## src/pac_defs.vh

```
`ifndef PAC_DEFS_VH
`define PAC_DEFS_VH

// Register addresses of the bank
`define PAC_ADDR_W          16
`define PAC_ADDR_FILT       16'h00B0
`define PAC_ADDR_MODE       16'h00B1
`define PAC_ADDR_OSCA       16'h00B2
`define PAC_ADDR_OSCB       16'h00B3

// Field positions in loop_filter_pump_cfg
`define PAC_PUMP_MSB        7
`define PAC_PUMP_LSB        5
`define PAC_RES_MSB         4
`define PAC_RES_LSB         3
`define PAC_CAP_MSB         2
`define PAC_CAP_LSB         1
`define PAC_POLE_BIT        0

// Field positions in loop_mode_lock_cfg
`define PAC_SYN_BIT         3
`define PAC_LCNT_BIT        1
`define PAC_OVR_BIT         0

// Field positions in manual_osc_a_cfg; the lock code field also in manual_osc_b_cfg
`define PAC_CHOICE_BIT      5
`define PAC_LOCK_MSB        4
`define PAC_LOCK_LSB        0

// Field widths
`define PAC_PUMP_W          3
`define PAC_RES_W           2
`define PAC_CAP_W           2
`define PAC_LOCK_W          5

// Field reset values
`define PAC_PUMP_RST        3'h4
`define PAC_RES_RST         2'h1
`define PAC_CAP_RST         2'h1
`define PAC_POLE_RST        1'h1
`define PAC_LCNT_RST        1'h1
`define PAC_OVR_RST         1'h0
`define PAC_CHOICE_RST      1'h1
`define PAC_OSCA_RST        5'h0B
`define PAC_OSCB_RST        5'h00
`define PAC_SYN_RST         1'h0

// Reserved bit masks per register
`define PAC_RSVD_FILT       8'h00
`define PAC_RSVD_MODE       8'hF4
`define PAC_RSVD_OSCA       8'hC0
`define PAC_RSVD_OSCB       8'hE0

// Decoded reset values
`define PAC_PUMP_OH_RST     8'h10
`define PAC_RES_OH_RST      4'h2
`define PAC_CAP_OH_RST      4'h2
`define PAC_ONE8            8'h01
`define PAC_ONE4            4'h1
`define PAC_ZERO8           8'h00

`endif

```

## src/pac_field.v

```verilog
`timescale 1ns/1ps
`default_nettype none

// One read/write configuration field with its own reset value
module pac_field #(
  parameter            W   = 1,
  parameter [W-1:0]    RST = {W{1'h0}}
) (
  input  wire          clk,
  input  wire          rst_n,
  input  wire          wrEn,
  input  wire [W-1:0]  wrData,
  output reg  [W-1:0]  value_q
);

  always @(posedge clk or negedge rst_n) begin
    if (!rst_n) begin
      value_q <= RST;
    end else if (wrEn) begin
      value_q <= wrData;
    end
  end

endmodule // pac_field

`default_nettype wire

```

## src/pac_regs.v

```verilog
`timescale 1ns/1ps
`default_nettype none
`include "pac_defs.vh"

// How it works
// - Pump current code resets to 100; codes 000..111 give eight rising steps.
// - Series resistor code resets to 01; four values rising with the code.
// - Parallel capacitor code resets to 01; four values rising with the code.
// - Second pole bit resets to 1, larger resistor; 0 gives the smaller one.
// - Lock count accuracy bit resets to 1, coarse; 0 selects fine accuracy.
// - Lock override resets to 0, automatic; 1 selects manual lock control.
// - Manual oscillator choice: 1 first oscillator (reset), 0 second oscillator.
// - First oscillator manual lock code is 5 bits, resetting to 01011.
// - Second oscillator manual lock code is 5 bits, resetting to zero.
// - Synth only bit resets to 0, translating; 1 synthesizes from crystal only.
// - Reserved bits are written zero; this bank reads them back as zero.
module pac_regs (
  input  wire                     clk,
  input  wire                     rst_n,
  input  wire [`PAC_ADDR_W-1:0]   regAddr,
  input  wire                     regWrEn,
  input  wire [7:0]               regWrData,
  input  wire                     regRdEn,
  input  wire                     rsvdErrClr,
  output reg  [7:0]               regRdData_q,
  output reg                      regRdValid_q,
  output reg                      regHit_q,
  output reg                      rsvdErr_q,
  output wire [`PAC_PUMP_W-1:0]   pumpCurrentCode,
  output reg  [7:0]               pumpStepSel_q,
  output wire [`PAC_RES_W-1:0]    filterSeriesResCode,
  output reg  [3:0]               filterSeriesResSel_q,
  output wire [`PAC_CAP_W-1:0]    filterParCapCode,
  output reg  [3:0]               filterParCapSel_q,
  output wire                     secondPoleSelect,
  output wire                     lockCountAccuracy,
  output wire                     lockOverrideSelect,
  output wire                     manualOscChoice,
  output wire [`PAC_LOCK_W-1:0]   oscALockCode,
  output wire [`PAC_LOCK_W-1:0]   oscBLockCode,
  output wire                     synthOnlySelect,
  output reg                      firstOscForce_q,
  output reg                      secondOscForce_q,
  output reg  [`PAC_LOCK_W-1:0]   manualLockCode_q
);

  wire selFilt = (regAddr == `PAC_ADDR_FILT);
  wire selMode = (regAddr == `PAC_ADDR_MODE);
  wire selOscA = (regAddr == `PAC_ADDR_OSCA);
  wire selOscB = (regAddr == `PAC_ADDR_OSCB);
  wire selAny  = selFilt | selMode | selOscA | selOscB;

  wire wrFilt = regWrEn & selFilt;
  wire wrMode = regWrEn & selMode;
  wire wrOscA = regWrEn & selOscA;
  wire wrOscB = regWrEn & selOscB;

  // Field storage
  pac_field #(.W(`PAC_PUMP_W), .RST(`PAC_PUMP_RST)) uPump (
    .clk     (clk),
    .rst_n   (rst_n),
    .wrEn    (wrFilt),
    .wrData  (regWrData[`PAC_PUMP_MSB:`PAC_PUMP_LSB]),
    .value_q (pumpCurrentCode)
  );

  pac_field #(.W(`PAC_RES_W), .RST(`PAC_RES_RST)) uRes (
    .clk     (clk),
    .rst_n   (rst_n),
    .wrEn    (wrFilt),
    .wrData  (regWrData[`PAC_RES_MSB:`PAC_RES_LSB]),
    .value_q (filterSeriesResCode)
  );

  pac_field #(.W(`PAC_CAP_W), .RST(`PAC_CAP_RST)) uCap (
    .clk     (clk),
    .rst_n   (rst_n),
    .wrEn    (wrFilt),
    .wrData  (regWrData[`PAC_CAP_MSB:`PAC_CAP_LSB]),
    .value_q (filterParCapCode)
  );

  pac_field #(.W(1), .RST(`PAC_POLE_RST)) uPole (
    .clk     (clk),
    .rst_n   (rst_n),
    .wrEn    (wrFilt),
    .wrData  (regWrData[`PAC_POLE_BIT]),
    .value_q (secondPoleSelect)
  );

  pac_field #(.W(1), .RST(`PAC_LCNT_RST)) uLcnt (
    .clk     (clk),
    .rst_n   (rst_n),
    .wrEn    (wrMode),
    .wrData  (regWrData[`PAC_LCNT_BIT]),
    .value_q (lockCountAccuracy)
  );

  pac_field #(.W(1), .RST(`PAC_OVR_RST)) uOvr (
    .clk     (clk),
    .rst_n   (rst_n),
    .wrEn    (wrMode),
    .wrData  (regWrData[`PAC_OVR_BIT]),
    .value_q (lockOverrideSelect)
  );

  pac_field #(.W(1), .RST(`PAC_SYN_RST)) uSyn (
    .clk     (clk),
    .rst_n   (rst_n),
    .wrEn    (wrMode),
    .wrData  (regWrData[`PAC_SYN_BIT]),
    .value_q (synthOnlySelect)
  );

  pac_field #(.W(1), .RST(`PAC_CHOICE_RST)) uChoice (
    .clk     (clk),
    .rst_n   (rst_n),
    .wrEn    (wrOscA),
    .wrData  (regWrData[`PAC_CHOICE_BIT]),
    .value_q (manualOscChoice)
  );

  pac_field #(.W(`PAC_LOCK_W), .RST(`PAC_OSCA_RST)) uOscA (
    .clk     (clk),
    .rst_n   (rst_n),
    .wrEn    (wrOscA),
    .wrData  (regWrData[`PAC_LOCK_MSB:`PAC_LOCK_LSB]),
    .value_q (oscALockCode)
  );

  pac_field #(.W(`PAC_LOCK_W), .RST(`PAC_OSCB_RST)) uOscB (
    .clk     (clk),
    .rst_n   (rst_n),
    .wrEn    (wrOscB),
    .wrData  (regWrData[`PAC_LOCK_MSB:`PAC_LOCK_LSB]),
    .value_q (oscBLockCode)
  );

  // Read word assembly; reserved positions return zero
  reg [7:0] rdWord;
  always @* begin
    rdWord = `PAC_ZERO8;
    if (selFilt) begin
      rdWord[`PAC_PUMP_MSB:`PAC_PUMP_LSB] = pumpCurrentCode;
      rdWord[`PAC_RES_MSB:`PAC_RES_LSB]   = filterSeriesResCode;
      rdWord[`PAC_CAP_MSB:`PAC_CAP_LSB]   = filterParCapCode;
      rdWord[`PAC_POLE_BIT]               = secondPoleSelect;
    end else if (selMode) begin
      rdWord[`PAC_SYN_BIT]  = synthOnlySelect;
      rdWord[`PAC_LCNT_BIT] = lockCountAccuracy;
      rdWord[`PAC_OVR_BIT]  = lockOverrideSelect;
    end else if (selOscA) begin
      rdWord[`PAC_CHOICE_BIT]               = manualOscChoice;
      rdWord[`PAC_LOCK_MSB:`PAC_LOCK_LSB]   = oscALockCode;
    end else if (selOscB) begin
      rdWord[`PAC_LOCK_MSB:`PAC_LOCK_LSB]   = oscBLockCode;
    end
  end

  // Nonzero data written into reserved positions
  reg [7:0] rsvdMask;
  always @* begin
    rsvdMask = `PAC_ZERO8;
    if (selFilt) begin
      rsvdMask = `PAC_RSVD_FILT;
    end else if (selMode) begin
      rsvdMask = `PAC_RSVD_MODE;
    end else if (selOscA) begin
      rsvdMask = `PAC_RSVD_OSCA;
    end else if (selOscB) begin
      rsvdMask = `PAC_RSVD_OSCB;
    end
  end
  wire rsvdViol = regWrEn & selAny & (|(regWrData & rsvdMask));

  // Read port, one cycle latency
  always @(posedge clk or negedge rst_n) begin
    if (!rst_n) begin
      regRdData_q  <= `PAC_ZERO8;
      regRdValid_q <= 1'h0;
      regHit_q     <= 1'h0;
    end else begin
      regRdValid_q <= regRdEn;
      regHit_q     <= (regRdEn | regWrEn) & selAny;
      if (regRdEn) begin
        regRdData_q <= rdWord;
      end
    end
  end

  // Sticky flag, a new violation wins over a clear
  always @(posedge clk or negedge rst_n) begin
    if (!rst_n) begin
      rsvdErr_q <= 1'h0;
    end else if (rsvdViol) begin
      rsvdErr_q <= 1'h1;
    end else if (rsvdErrClr) begin
      rsvdErr_q <= 1'h0;
    end
  end

  // Decoded selections toward the analog loop
  always @(posedge clk or negedge rst_n) begin
    if (!rst_n) begin
      pumpStepSel_q        <= `PAC_PUMP_OH_RST;
      filterSeriesResSel_q <= `PAC_RES_OH_RST;
      filterParCapSel_q    <= `PAC_CAP_OH_RST;
      firstOscForce_q      <= 1'h0;
      secondOscForce_q     <= 1'h0;
      manualLockCode_q     <= `PAC_OSCA_RST;
    end else begin
      pumpStepSel_q        <= `PAC_ONE8 << pumpCurrentCode;
      filterSeriesResSel_q <= `PAC_ONE4 << filterSeriesResCode;
      filterParCapSel_q    <= `PAC_ONE4 << filterParCapCode;
      firstOscForce_q      <= lockOverrideSelect & manualOscChoice;
      secondOscForce_q     <= lockOverrideSelect & ~manualOscChoice;
      manualLockCode_q     <= manualOscChoice ? oscALockCode : oscBLockCode;
    end
  end

endmodule // pac_regs

`default_nettype wire

```

## config.mk

```make
export PLATFORM = sky130hd
export DESIGN_NAME = pac_regs
export DESIGN_NICKNAME = d
export VERILOG_FILES = /design/src/pac_field.v /design/src/pac_regs.v
export VERILOG_INCLUDE_DIRS = /design/src
export SDC_FILE = /design/constraint.sdc
export NUM_CORES = 1
export LEC_CHECK = 0
export BUFFER_PORTS_ARGS = -buffer_cell sky130_fd_sc_hd__buf_2
export CAP_MARGIN = 10
export CORE_MARGIN = 1
export CORE_UTILIZATION = 35
export DETAILED_ROUTE_END_ITERATION = 8
export GPL_TIMING_DRIVEN = 0
export HOLD_SLACK_MARGIN = 0.02
export PLACE_DENSITY_LB_ADDON = 0.08
export SYNTH_ARGS = -nofsm -noshare
export SYNTH_HDL_FRONTEND = slang
export SYNTH_SLANG_ARGS = --single-unit
```

## constraint.sdc

```tcl
create_clock -name clk -period 1.3 [get_ports clk]
set_clock_uncertainty 0.2 [all_clocks]
set_input_delay 0.13 -clock clk [delete_from_list [all_inputs] [get_ports clk]]
set_output_delay 0.13 -clock clk [all_outputs]
set_load 0.005 [all_outputs]
```

==> flow_summary.ini, run 1 <==
[floorplanning]
start_util_pct = 36.1
io_pins = 85
rows = 29
die_x_um = 82.9
die_h_um = 82.9
fp.coreArea_sq_um = 6350
die-area_sq_um = 6880

[flow_run]
cap_viol_max_count = 0

[finish]
mostFrequentLayoutCells = 79 x buf_2, 41 x dfrtp_1, 21 x mux2_2
fin_area_sq_um = 3290
drive_gt1_share_pct = 59.4
layout.nets = 309
n_antenna_cell = 0
area_growth_syn_to_layout_pct = 43.4
mostFrequentLayoutCell = buf_2

[timing]
worst_slew_pin_slew_ns = 0.483
setup_viol = 37
rsz0062_at_grt = yes
timing.final.crit_period_ns = 1.40
relSlewSlack_pct = 67.8
period_share_pct = 107
max_freq_ghz = 0.716
hold_viol = 0
fin_ws_ns = -0.0959
hold_slack_ns = 0.0398
drv_slew = 0

[worst_setup_path]
cp.arrival_ns = 1.40
path_max_fanout = 6
cp_num_cells = 6
crit_type = input port to flop
crit_family = simple AND/OR/NAND/NOR gates
cp-startpoint = regAddr[3]
crit_buf_inv = 2
r2r_start = uOscB.value_q[3]$_DFFE_PN0P_
reg2reg_depth = 3
start_kind = input port
crit_path_cell_trace = buf_6, nor4bb_4, and4_1, buf_6, nand4b_4, mux2_2
crit_path_end_kind = flop
max_stage_delay_ns = 0.32
worst_path_most_repeated_cell = buf_6
required_ns = 1.31
crit_path_top_delay_cell = mux2_2

[synthesis]
syn-num-nets = 196
synth_warnings = 0
synth_area_sq_um = 2290
synth.top_cell.area_share_pct = 44.8
synthCells = 167
synth-seq-area-share_pct = 62.0
syn_avg_cell_area_sq_um = 13.7
synth.largest_area_cell = dfrtp_1
yosys-top-cells-area = dfrtp_1 45%, dfstp_2 17%, mux2_2 14%, mux4_2 2.9%, o21ai_0 2.2%
synth_cell_types = 33
ys_ff_latch = 56

[routing]
avgViaCountPerCell = 4.73
first_iter_violations = 74
drc = 0
routedWlPerCell_um = 15.2
drt-pass1-iter-count = 4
ant_nets = 0
vias = 1695
wl_um = 5430

[place]
gp_congestion = 0.693
place_area_sq_um = 2860
dp_hpwl_um = 3670
io_buffers = 83

[pwr]
power_density_nw_per_um2 = 896
fin_total_pwr_mw = 2.95
p_leak_nw = 1.72
ir_worst_vdd_mv = 0.415

[clock_tree]
clk_pin_slew_ns = 0.10
cts_sinks = 56
htreeDepth = 2
cts_root_buffer = clkbuf_8
clock_latency_ns = 0.31
clockBufferDepth = 2
cts_buffers = 5
cts_tree = yes

[grt]
gr-total-overflow = 0
grt_max_degree = 30
grt_antenna_before_repair = 0
grt_usage_pct = 16.8
grt_pass1_wl_um = 8980
grt_pass1_vias = 1702

[hold_path]
min_path_type = input port to flop
min_path_cells = 2
hp-start = regWrEn

[run_status]
violations = negative setup slack
status = finished, violations left
[state kept, by name (all words and copies together), names as in the netlist, 2 cells and up]
register and cells:
pumpStepSel_q 8, filterSeriesResSel_q 4, uRes.value_q 2, uOscB.value_q 5, uOscA.value_q 5, uCap.value_q 2
uPump.value_q 3, regRdData_q 8, filterParCapSel_q 4, manualLockCode_q 5
[Yosys cell counts]
cell type,number
a21oi_1,1
and2_1,3
and3_1,1
and3b_1,1
and4_1,1
buf_2,4
buf_6,1
clkbuf_1,6
dfrtp_1,41
dfstp_2,15
inv_1,9
mux2_2,28
mux2i_1,2
mux4_2,3
nand2_1,3
nand3_1,7
nand3_4,1
nand4_1,2
nand4_4,1
nand4b_1,1
nand4b_2,1
nand4b_4,1
nor2_1,9
nor2b_1,5
nor3_1,1
nor3b_1,3
nor4_1,1
nor4b_1,1
nor4bb_1,1
o21a_1,1
o21ai_0,10
o21bai_1,1
o22ai_1,1
[routing by layer]
layer	share of wire [%]	wire length, um	global-route usage, %	up-vias
met1	46	2500	22.5	832
met5	0	0	0	-
li1	-	-	-	806
met4	0.94	51	4.55	0
met2	49	2640	26.7	50
met3	4.5	247	4.87	7
[power by group]
part           leakage (nW)  switching [mW]  total [mW]  internal [mW]
Combinational         0.961           0.103       0.192         0.0888
Sequential            0.710        0.000525        1.75           1.75
Clock                0.0516           0.571        1.01          0.437
Total                  1.72           0.675        2.95           2.27
[worst register-to-register path: stages (launching register included)]
cell and delay [ns]:
dfrtp_1 0.40, mux4_2 0.51, nand3_2 0.09, o21ai_1 0.06
[logic make-up after synthesis]
family | Yosys count | synth area share, %
flops | 56 | 62.0
simple gates | 44 | 13.3
mux | 33 | 17.6
buf+inv | 20 | 3.82
compound gates | 14 | 3.33
[metrics by stage]
stage / setup WS [ns] / setup TNS [ns] / cells / util, %
2_1_floorplan: -0.168 / -3.14 / 167 / -
3_3_place_gp: -0.485 / -19.72 / 327 / 44.7
3_5_place_dp: -0.471 / -12.65 / 328 / 45.0
4_1_cts: -0.121 / -2.25 / 356 / 50.3
5_1_grt: -0.150 / -3.67 / 358 / 51.8
6_report: -0.0959 / -1.60 / 358 / 51.8
[layout make-up]
class	count	area, sq um
Buffer	11	80.1
Clock buffer	6	82.6
Clock inverter	2	13.8
Fill cell	591	3060
Inverter	9	33.8
Multi-Input combinational cell	91	862
Sequential cell	56	1420
Tap cell	77	96.3
Timing Repair Buffer	106	699
[final timing paths]
path / to / slack (ns)
min in group asynchronous: pumpStepSel_q[5]$_DFF_PN0_ / 0.10
min reg2reg: filterParCapSel_q[1]$_DFF_PN1_ / 0.30
max reg2reg: regRdData_q[3]$_DFFE_PN0P_ / -0.08
max: uOscA.value_q[4]$_DFFE_PN0P_ / -0.1
max in group asynchronous: uRes.value_q[0]$_DFFE_PN1P_ / 0.24
min: regHit_q$_DFF_PN0_ / 0.04
[what timing repair did]
| item | in CTS | in global routing |
|---|---|---|
| hold endpoints to repair | 46 | 0 |
| pin swaps | 0 | 1 |
| hold buffers | 12 | 0 |
| gates resized for setup | 15 | 17 |
| cloned | 1 | 0 |
| setup buffers | 7 | 2 |
| setup endpoints to repair | 43 | 64 |
Power figures use the tool's default switching activity.
==> run 2: changes to the inputs <==
SYNTH_HIERARCHICAL = 1   (was default)
==> flow_summary.ini, run 2 <==
[routing]
drt-pass1-iter-count = 4
ant_nets = 0
routedWlPerCell_um = 15.6
first_iter_violations = 60
vias = 1777
avgViaCountPerCell = 4.84
drc = 0
wl_um = 5730

[synthesis]
ys.flop_type = dfrtp_1
syn-num-nets = 190
synth-edff-count = 0
synthCells = 161
synth-seq-area-share_pct = 60.9
async_flop_share_pct = 100
synth.top_cell.area_share_pct = 44.0
yosys-top-cells-area = dfrtp_1 44%, dfstp_2 17%, mux2_2 11%, mux2_4 3.2%, mux4_2 2.9%
synth.largest_area_cell = dfrtp_1
synth_area_sq_um = 2330
syn_avg_cell_area_sq_um = 14.5
ys_ff_latch = 56
synth_cell_types = 38
yosysMostFrequentCell = dfrtp_1
synth_common_cells = 41 x dfrtp_1, 22 x mux2_2, 15 x dfstp_2
synth_warnings = 6

[grt]
grt_max_degree = 35
gr-total-overflow = 0
grt_usage_pct = 17.4
grt_antenna_before_repair = 0
grt_pass1_vias = 1862
grt_pass1_wl_um = 9600

[pwr]
p_switching_mw = 0.653
p_leak_nw = 1.80
seqPwrFrac_pct = 56.8
p_int_mw = 2.42
pwr-share-clk_pct = 36.1
ir_worst_vdd_mv = 0.564
pwr-share-comb_pct = 7.1
switching_share_pct = 21.3
power_density_nw_per_um2 = 876

[timing]
fin_ws_ns = -0.207
timing.final.crit_period_ns = 1.51
hold_viol = 27
rsz0062_at_grt = yes
hold_slack_ns = -0.294
setup_viol = 34
relSlewSlack_pct = 46.2
drv_slew = 0
worst_slew_pin_slew_ns = 0.806
period_share_pct = 116
max_freq_ghz = 0.664

[finish]
layout.nets = 318
area_growth_syn_to_layout_pct = 50.5
drive_gt1_share_pct = 63.8
final_core_util_pct = 54.9
n_antenna_cell = 0
largestRegisters = pumpStepSel_q: 8 flops, regRdData_q: 8 flops
mostFrequentLayoutCells = 79 x buf_2, 40 x dfrtp_1, 27 x mux2_4
mostFrequentLayoutCell = buf_2

[worst_setup_path]
cp.arrival_ns = 1.50
max_stage_delay_ns = 0.35
crit_path_top_delay_cell = nor4_4
required_ns = 1.30
crit_type = input port to flop
crit_path_end_kind = flop
crit_family = simple AND/OR/NAND/NOR gates
crit_path_cell_trace = buf_8, nor4_4, and4_4, and4_2, mux2_4
start_kind = input port
path_max_fanout = 3
crit_buf_inv = 1

[floorplanning]
die_h_um = 83.6
rows = 29
die_x_um = 83.6
fp.coreArea_sq_um = 6390
start_util_pct = 36.5
io_pins = 85
die-area_sq_um = 6990

[run_status]
violations = negative hold slack, negative setup slack
status = finished, violations left

[place]
gp_congestion = 0.670
pre_cts_slack_ns = -0.815
dp_hpwl_um = 3870
io_buffers = 84

[clock_tree]
cts_tree = yes
clock_latency_ns = 0.31
cts_sinks = 56
cts_root_buffer = clkbuf_8
htreeDepth = 2
cts_buffers = 5
clockBufferDepth = 2
clk_pin_slew_ns = 0.09

[hold_path]
min_path_type = input port to asynchronous set/reset pin

[flow_run]
cap_viol_max_count = 0
[run 2: timing repair]
item	4_1_cts	5_1_grt
gates resized for setup	33	16
pin swaps	6	8
setup endpoints to repair	45	46
hold endpoints to repair	59	31
hold buffers	12	2
setup buffers	18	5
[run 2: worst paths after layout]
kind,end,from,slack [ns],cells after the start
min in group clk,regRdData_q[3]$_DFFE_PN0P_,regAddr[14],0.02,4
max reg2reg,manualLockCode_q[4]$_DFF_PN0_,uChoice/value_q$_DFFE_PN1P_,-0.05,2
min,regRdData_q[1]$_DFFE_PN0P_,rst_n,-0.29,1
min reg2reg,regRdData_q[1]$_DFFE_PN0P_,regRdData_q[1]$_DFFE_PN0P_,0.30,1
max,uOvr/value_q$_DFFE_PN0P_,regAddr[12],-0.21,5
max in group asynchronous,uOscA/value_q[0]$_DFFE_PN1P_,rst_n,0.53,2
[run 2: kinds of logic (layout without fill, tap and decap cells)]
family / Yosys count / after routing / synth area share [%]
compound gates: 14 / 14 / 4.89
buf+inv: 13 / 142 / 2.20
mux: 33 / 33 / 18.0
flops: 56 / 56 / 60.9
simple gates: 45 / 45 / 14.0
[run 2: cell type report]
class	instances	area, sq um
clock buffers	6	72.6
repair buffers	121	817
fillers	554	2880
flip-flops and latches	56	1420
well taps	77	96.3
multi-input cells	92	986
plain buffers	6	52.6
clock inverters	2	35.0
inverters	7	26.3
[run 2: power groups by stage]
| stage | sequential [mW] | combinational, mW | clock, mW |
|---|---|---|---|
| CTS | 1.75 | 0.213 | 1.15 |
| global placement | 1.78 | 0.163 | 0 |
| global route | 1.75 | 0.240 | 1.21 |
| detailed placement | 1.78 | 0.175 | 0 |
| finish | 1.75 | 0.217 | 1.11 |
| floorplan | 1.78 | 0.0460 | 0 |
[run 2: metrics by stage]
stage / std cells / cell area (sq um) / setup TNS [ns] / total power, mW
after floorplan: 161 / 2400 / -7.18 / 1.82
after global placement: 322 / 2910 / -24.60 / 1.94
after detailed placement: 323 / 2940 / -16.31 / 1.95
after CTS: 361 / 3420 / -5.07 / 3.11
after global routing: 367 / 3510 / -5.74 / 3.20
final: 367 / 3510 / -4.03 / 3.07
[run 2: routing by layer]
metal	GRT usage [%]	part of all wire (%)	vias up
li1	-	-	833
met1	25.1	48	885
met2	26.9	47	52
met3	3.76	4.4	7
met4	4.16	1.0	0
met5	0	0	-
